[config.mk]
export PLATFORM = sky130hd
export DESIGN_NAME = amr_device_flat
export DESIGN_NICKNAME = d
export VERILOG_FILES = /design/src/amr_pkg.sv /design/src/amr_link_if.sv /design/src/amr_device.sv /design/src/flat_wrapper.sv
export VERILOG_INCLUDE_DIRS = /design/src
export SDC_FILE = /design/constraint.sdc
export NUM_CORES = 1
export LEC_CHECK = 0
export ABC_AREA = 1
export CAP_MARGIN = 20
export CORE_ASPECT_RATIO = 1.75
export CORE_MARGIN = 5
export CORE_UTILIZATION = 56
export CTS_CLUSTER_DIAMETER = 40
export CTS_CLUSTER_SIZE = 16
export DETAILED_ROUTE_END_ITERATION = 10
export DONT_BUFFER_PORTS = 1
export PLACE_DENSITY = 0.81
export SLEW_MARGIN = 0
export SYNTH_ARGS = -nofsm -noshare
export SYNTH_HDL_FRONTEND = slang
export SYNTH_SLANG_ARGS = --single-unit
[constraint.sdc]
create_clock -name clk -period 1.3 [get_ports clk]
set_input_delay 0.325 -clock clk [delete_from_list [all_inputs] [get_ports clk]]
set_output_delay 0.325 -clock clk [all_outputs]
set_load 0.01 [all_outputs]
[src/amr_params.svh]
// constants for the alert mask register bank: command codes, selectors, bit layouts
// assumes inclusion by the package and both ends of the link
`ifndef AMR_PARAMS_SVH
`define AMR_PARAMS_SVH
`define AMR_CMD_MASK 8'h1b
`define AMR_SEL_COMM 8'h7e
`define AMR_SEL_MISC 8'h7f
`define AMR_SEL_VEND 8'h80
`define AMR_PHASE_ALL 8'hff
`define AMR_COMM_WMASK 8'hfa
`define AMR_MISC_VALUE 8'h01
`define AMR_VEND_WMASK 8'hce
`define AMR_COMM_RESET 8'hfa
`define AMR_VEND_RESET 8'hce
`define AMR_SELF_BIT 6
`define AMR_SYNC_BIT 1
`define AMR_FIRST_ALERT_BIT 0
`define AMR_RDATA_RESET 8'h00
`endif

[src/amr_pkg.sv]
// types shared by both ends of the alert mask command link
// assumes amr_params.svh holds all numeric constants
`include "amr_params.svh"
package amr_pkg;
  typedef enum logic [1:0] {
    AMR_OP_NONE = 2'h0,
    AMR_OP_WRITE = 2'h1,
    AMR_OP_READ = 2'h3
  } amr_op_t;
endpackage

[src/amr_link_if.sv]
// link carrying one decoded mask command between host controller and device
// assumes a single clock shared by both ends
`timescale 1ns/1ps
interface amr_link_if;
  import amr_pkg::*;
  logic req; // host request strobe, one cycle
  amr_op_t op; // write word or process-call read
  logic [7:0] cmd; // command code
  logic [7:0] sel; // mask selector byte
  logic [7:0] phase; // current phase selection
  logic [7:0] wdata; // write data
  logic ack; // device answer strobe, one cycle
  logic nak; // request refused
  logic [7:0] rdata; // read data
  modport dev (input req, op, cmd, sel, phase, wdata, output ack, nak, rdata);
  modport host (output req, op, cmd, sel, phase, wdata, input ack, nak, rdata);
endinterface

[src/amr_device.sv]
// device end: mask registers for comm/logic, misc and vendor groups plus alert gating
// assumes one clock, synchronous active-low reset, status inputs synchronous to clk
// assumes the host waits for each answer before it sends the next request
// stored masks arrive as plain levels and are copied in, not followed continuously
`timescale 1ns/1ps
`include "amr_params.svh"
module amr_device
  import amr_pkg::*;
(
  input wire logic clk, // 50 mhz clock
  input wire logic resetn, // synchronous reset, active low
  amr_link_if.dev link, // command link from host
  input wire logic [7:0] comm_logic_status, // comm/logic status flags
  input wire logic first_alerter_status, // informational first-to-alert flag
  input wire logic [7:0] vendor_status, // vendor status flags
  input wire logic [7:0] nvm_comm_mask, // stored comm mask loaded at reset release
  input wire logic [7:0] nvm_vendor_mask, // stored vendor mask loaded at reset release
  input wire logic nvm_load, // pulse: reload masks from storage
  output logic alert_n, // alert line, active low
  output logic [7:0] comm_mask_out, // current comm/logic mask
  output logic [7:0] vendor_mask_out // current vendor mask
);
  // writable positions of the comm and vendor groups; their read-only positions always read zero
  localparam logic [7:0] COMM_WMASK = `AMR_COMM_WMASK;
  localparam logic [7:0] VEND_WMASK = `AMR_VEND_WMASK;

  // mask state; the misc group needs no storage, it is a constant
  logic [7:0] alert_mask_comm_logic_ff, nxt_alert_mask_comm_logic;
  logic [7:0] alert_mask_vendor_group_ff, nxt_alert_mask_vendor_group;
  logic [7:0] alert_mask_misc_group;
  logic loaded_ff, nxt_loaded; // low until storage has been copied in

  // link answer state
  logic ack_ff, nxt_ack;
  logic nak_ff, nxt_nak;
  logic [7:0] rdata_ff, nxt_rdata;

  // request decode
  logic load_now, take_req, is_write;
  logic cmd_ok, hit_comm, hit_misc, hit_vend, hit_any;
  logic wr_comm, wr_vend, rd_comm, rd_misc, rd_vend;

  // alert sources left after masking, one bit per status position
  logic [7:0] comm_src, vend_src;
  logic misc_src, any_src;
  logic alert_n_ff, nxt_alert_n;

  // misc group is a constant: the first-alerter source stays masked
  assign alert_mask_misc_group = `AMR_MISC_VALUE;

  // storage copy lands on the first edge after reset, or on request;
  // a request on such an edge is dropped with no answer, so the host
  // must not start before the second edge after reset release
  assign load_now = !loaded_ff || nvm_load;
  assign take_req = link.req && !load_now;
  assign is_write = (link.op == AMR_OP_WRITE);

  // selector decode; only the comm group checks the phase selection
  always_comb begin
    cmd_ok = take_req && (link.cmd == `AMR_CMD_MASK);
    hit_comm = cmd_ok && (link.sel == `AMR_SEL_COMM) && (link.phase == `AMR_PHASE_ALL);
    hit_misc = cmd_ok && (link.sel == `AMR_SEL_MISC);
    hit_vend = cmd_ok && (link.sel == `AMR_SEL_VEND);
    // a request that no group claims is still answered, with nak raised
    hit_any = hit_comm || hit_misc || hit_vend;
  end

  // access strobes; any operation other than a write word is a read
  always_comb begin
    wr_comm = hit_comm && is_write;
    wr_vend = hit_vend && is_write;
    rd_comm = hit_comm && !is_write;
    rd_misc = hit_misc && !is_write;
    rd_vend = hit_vend && !is_write;
  end

  // storage-loaded flag: cleared by reset, set on the first edge after it
  always_comb begin
    nxt_loaded = 1'b1;
  end

  // loaded flag register
  always_ff @(posedge clk) begin
    if (!resetn) begin
      loaded_ff <= 1'b0;
    end else begin
      loaded_ff <= nxt_loaded;
    end
  end

  // mask registers: a storage load wins over a host write in the same cycle
  always_comb begin
    nxt_alert_mask_comm_logic = alert_mask_comm_logic_ff;
    nxt_alert_mask_vendor_group = alert_mask_vendor_group_ff;
    // the storage copy is cut to the writable positions as well
    if (load_now) begin
      nxt_alert_mask_comm_logic = nvm_comm_mask & COMM_WMASK;
      nxt_alert_mask_vendor_group = nvm_vendor_mask & VEND_WMASK;
    end else begin
      // read-only positions are cut here, so a write can never set them
      if (wr_comm) begin
        nxt_alert_mask_comm_logic = link.wdata & COMM_WMASK;
      end
      if (wr_vend) begin
        nxt_alert_mask_vendor_group = link.wdata & VEND_WMASK;
      end
    end
  end

  // reset values keep every source masked until storage has loaded
  always_ff @(posedge clk) begin
    if (!resetn) begin
      alert_mask_comm_logic_ff <= `AMR_COMM_RESET;
      alert_mask_vendor_group_ff <= `AMR_VEND_RESET;
    end else begin
      alert_mask_comm_logic_ff <= nxt_alert_mask_comm_logic;
      alert_mask_vendor_group_ff <= nxt_alert_mask_vendor_group;
    end
  end

  // answer strobes: every taken request is acked one cycle later; a write
  // to the read-only misc group is acked without refusal and changes nothing
  always_comb begin
    nxt_ack = take_req;
    nxt_nak = take_req && !hit_any; // wrong command, selector or phase
  end

  // strobes last exactly one cycle, which the host relies on
  always_ff @(posedge clk) begin
    if (!resetn) begin
      ack_ff <= 1'b0;
      nak_ff <= 1'b0;
    end else begin
      ack_ff <= nxt_ack;
      nak_ff <= nxt_nak;
    end
  end

  // read data: held until the next good read, untouched by refused ones
  always_comb begin
    nxt_rdata = rdata_ff;
    if (rd_comm) begin
      nxt_rdata = alert_mask_comm_logic_ff;
    end else if (rd_misc) begin
      nxt_rdata = alert_mask_misc_group;
    end else if (rd_vend) begin
      nxt_rdata = alert_mask_vendor_group_ff;
    end
  end

  // read data register
  always_ff @(posedge clk) begin
    if (!resetn) begin
      rdata_ff <= `AMR_RDATA_RESET;
    end else begin
      rdata_ff <= nxt_rdata;
    end
  end

  // per-bit gating: a source counts only where its mask bit is 0 and the
  // position is writable, so a stray read-only status bit never alerts
  genvar gi;
  generate
    for (gi = 0; gi < $bits(comm_src); gi = gi + 1) begin : g_src
      assign comm_src[gi] = comm_logic_status[gi] & ~alert_mask_comm_logic_ff[gi] & COMM_WMASK[gi];
      assign vend_src[gi] = vendor_status[gi] & ~alert_mask_vendor_group_ff[gi] & VEND_WMASK[gi];
    end
  endgenerate

  // first-alerter flag is informational only; its mask bit is fixed at 1
  assign misc_src = first_alerter_status & ~alert_mask_misc_group[`AMR_FIRST_ALERT_BIT];

  // any unmasked source pulls the line; a mask change reaches the pin one cycle later
  assign any_src = (|comm_src) || (|vend_src) || misc_src;

  // alert is registered so the pin never glitches while status inputs
  // settle; the price is one cycle of latency after any change
  always_comb begin
    nxt_alert_n = !any_src;
  end

  // alert register; idles high (released) through reset
  always_ff @(posedge clk) begin
    if (!resetn) begin
      alert_n_ff <= 1'b1;
    end else begin
      alert_n_ff <= nxt_alert_n;
    end
  end

  // every output comes straight from a flop
  assign link.ack = ack_ff;
  assign link.nak = nak_ff;
  assign link.rdata = rdata_ff;
  assign alert_n = alert_n_ff;
  assign comm_mask_out = alert_mask_comm_logic_ff;
  assign vendor_mask_out = alert_mask_vendor_group_ff;
endmodule

[src/flat_wrapper.sv]
// flat-port wrapper written by rule: the top's interface ports become plain ports
module amr_device_flat import amr_pkg::*;
  (clk, resetn, comm_logic_status, first_alerter_status, vendor_status, nvm_comm_mask, nvm_vendor_mask, nvm_load, alert_n, comm_mask_out, vendor_mask_out, link_req, link_op, link_cmd, link_sel, link_phase, link_wdata, link_ack, link_nak, link_rdata);
  amr_link_if link_i ();
  input wire logic clk;
  input wire logic resetn;
  input wire logic [7:0] comm_logic_status;
  input wire logic first_alerter_status;
  input wire logic [7:0] vendor_status;
  input wire logic [7:0] nvm_comm_mask;
  input wire logic [7:0] nvm_vendor_mask;
  input wire logic nvm_load;
  output logic alert_n;
  output logic [7:0] comm_mask_out;
  output logic [7:0] vendor_mask_out;
  input wire logic [$bits(link_i.req)-1:0] link_req;
  input wire logic [$bits(link_i.op)-1:0] link_op;
  input wire logic [$bits(link_i.cmd)-1:0] link_cmd;
  input wire logic [$bits(link_i.sel)-1:0] link_sel;
  input wire logic [$bits(link_i.phase)-1:0] link_phase;
  input wire logic [$bits(link_i.wdata)-1:0] link_wdata;
  output wire logic [$bits(link_i.ack)-1:0] link_ack;
  output wire logic [$bits(link_i.nak)-1:0] link_nak;
  output wire logic [$bits(link_i.rdata)-1:0] link_rdata;
  assign link_i.req = link_req;
  assign link_i.op = link_op;
  assign link_i.cmd = link_cmd;
  assign link_i.sel = link_sel;
  assign link_i.phase = link_phase;
  assign link_i.wdata = link_wdata;
  assign link_ack = link_i.ack;
  assign link_nak = link_i.nak;
  assign link_rdata = link_i.rdata;
  amr_device u_core (.clk(clk), .resetn(resetn), .link(link_i), .comm_logic_status(comm_logic_status), .first_alerter_status(first_alerter_status), .vendor_status(vendor_status), .nvm_comm_mask(nvm_comm_mask), .nvm_vendor_mask(nvm_vendor_mask), .nvm_load(nvm_load), .alert_n(alert_n), .comm_mask_out(comm_mask_out), .vendor_mask_out(vendor_mask_out));
endmodule
==> metrics <==
run status finished, violations left; violated checks setup timing; wire length of the first global-routing pass 6580 microns; max-slew violations 0; gr usage total 0.208; drt pass-1 iters 4; CTS clk-pin slew, worst paths 0.08 ns; worst-path maximum fanout 8; Ys Warns 0; CP Class flop to flop; cts hold-fix bufs 0; dpl cell area 1710 sq um; Clock Latency Late Sink between 0.2 and 0.3 ns; crit path buf inv count 2; gpl congestion 0.773; CP Data Arrival Time between 1.5 and 2 ns; critical hold path startpoint resetn; via/cell ratio 5.41; Sw Pwr between 400 and 500 uW; share of power burned in registers 0.505; die width 49.5 microns; fillcell total a little under 200; clock tree root buffer cell clkbuf_8; power share of the combinational group 0.206; Initial Util 0.576; H-tree depth reported by CTS 1; clock share of power 0.289; clock buffer depth 2; cts bufs inserted 3; most frequent cells in the layout 65 x nand2_1, 24 x inv_1, 24 x buf_4; Nets 340; Peak VDD IR 0.00107 V; WP data required 1.51 ns; CP max-delay cell dfxtp_2; FF+latch count, synth 23; Avg WL per Cell 14.6 microns; CP startpoint u_core.loaded_ff; CTS tree done; Crit path largest cell delay 0.34 ns; number of global-route vias before repair between 1500 and 2000; Worst path most repeated cell nor2_4; max-cap violations 0; post-route ant nets 0; Syn Inst Count 240; reg2reg start u_core.loaded_ff; I/O pin total between 90 and 100; DRT iter0 DRCs 39; die area around 4000 sq um; global route overflow 0; fin util 0.744; P&R area growth vs syn 29.1%; row cnt 25; Mean Syn Cell Area about 6.4 sq um; initial antenna violation count 0; Internal Power about 1.1 mW; most area-consuming cells after synthesis dfxtp_1 30%, nand2_1 20%, nand3_1 8.8%, inv_1 6.9%, nor2_1 5.6%; pin count of the biggest net entering global routing 20; most common cell after layout, fill and taps aside nand2_1; share of the synthesized area in the top cell type 0.300; sequence of cells on the critical path nand2_4 -> nor2_4 -> nand2_2 -> nor2_4 -> buf_12 -> nand2_8 -> o21ai_4 -> buf_6 -> nand2_1 -> nand3_1; Clock Skew 0.00364 ns; Final Hold Vio Count 0; post-route setup slack -0.141 ns; WHS approximately 0.079 ns; period utilization 1.11; Lkg Pwr between 0.9 and 1 nW; Clock Sinks 23; DRC violations left 0; crit path capture type flop; # diodes 0; Post-DP HPWL approximately 3200 microns; height of the die approximately 80 microns; ratio of cells with drive above 1 in the final layout 0.366; area leader, netlist dfxtp_1; drt total wl 4300 microns; Sw Share 0.290; HP Class input port to flop; Sum Neg Setup Slack -1.68 ns; synth unique cells 29; Crit path max-delay family simple AND/OR/NAND/NOR gates; # setup viols final 20; crit start category flop; RSZ-0062 raised after global routing true; number of I/O port buffers 0; post-synthesis sequential area ratio 0.300; Max Freq 0.694 GHz; total power divided by cell area about 780 nW/um^2; detailed-route via count 1595; min Tclk post-route about 1.4 ns; total core area between 2000 and 3000 sq um; cell area after layout between 1500 and 2000 sq um; Netlist Area Pre-Place between 1500 and 2000 sq um
flip-flops by register name, summed over array words and instances, names as in the netlist:
register                cells
u_core.alert_n              1
u_core.comm_mask_out        6
u_core.link.ack             1
u_core.link.nak             1
u_core.link.rdata           8
u_core.loaded_ff            1
u_core.vendor_mask_out      5
synth_stat cells, drive strengths merged:
cell and count:
a21oi 5, o21ai 2, or2 1, nand3b 2
nand3 31, o211ai 1, inv 33, nor2 34
buf 8, conb 1, o2111ai 1, clkbuf 2
nor3 1, dfxtp 23, nand4 2, o22ai 4
nand2 89
power groups by stage:
stage | sequential (mW) | combinational [mW] | clock, mW
after floorplan | 0.799 | 0.193 | 0
after global placement | 0.793 | 0.257 | 0
after detailed placement | 0.794 | 0.262 | 0
after CTS | 0.777 | 0.282 | 0.448
after global routing | 0.783 | 0.353 | 0.473
final | 0.779 | 0.317 | 0.447
final timing paths:
check | to | slack [ns] | cells after the start
worst max-delay path | u_core.comm_mask_out[1] | -0.14 | 10
worst max register to register | u_core.comm_mask_out[1] | -0.14 | 10
worst min-delay path | u_core.loaded_ff | 0.08 | 0
worst min register to register | u_core.link.rdata[5] | 0.51 | 2
cells by family after synthesis:
family,Yosys count,share of synthesized area
DFF,23,0.300
other,1,0.00245
and+or+nand+nor,160,0.514
buffers and inverters,43,0.126
AOI/OAI and AO/OA,13,0.0571
routing by layer:
layer | share of wire | GRT usage | up-vias | routed length, microns
met4 | 0.044 | 0.0997 | 0 | 187
met1 | 0.32 | 0.179 | 714 | 1350
met3 | 0.083 | 0.0450 | 14 | 358
met5 | 0 | 0 | - | 0
met2 | 0.56 | 0.421 | 76 | 2400
li1 | - | - | 791 | -
repair_timing:
action	CTS	global route
pin swaps	8	14
setup buffers	9	2
resized for setup	6	31
setup endpoints to repair	20	20
layout make-up:
| class | instances | area (sq um) | area share |
|---|---|---|---|
| Timing Repair Buffer | 30 | 256 | 0.130 |
| Inverter | 33 | 153 | 0.0771 |
| Tap cell | 27 | 33.8 | 0.0171 |
| Clock inverter | 1 | 5.00 | 0.00253 |
| Multi-Input combinational cell | 178 | 1030 | 0.520 |
| Clock buffer | 3 | 41.3 | 0.0209 |
| Sequential cell | 23 | 462 | 0.233 |
through the flow:
stage               setup slack [ns]  cells  total power, mW
floorplan                    -0.0192    244            0.993
global placement              -0.148    282             1.05
detailed placement            -0.168    282             1.06
CTS                           -0.124    294             1.51
global route                  -0.238    295             1.61
finish                        -0.141    295             1.54
Note: power is estimated with default switching activity, not from simulation.
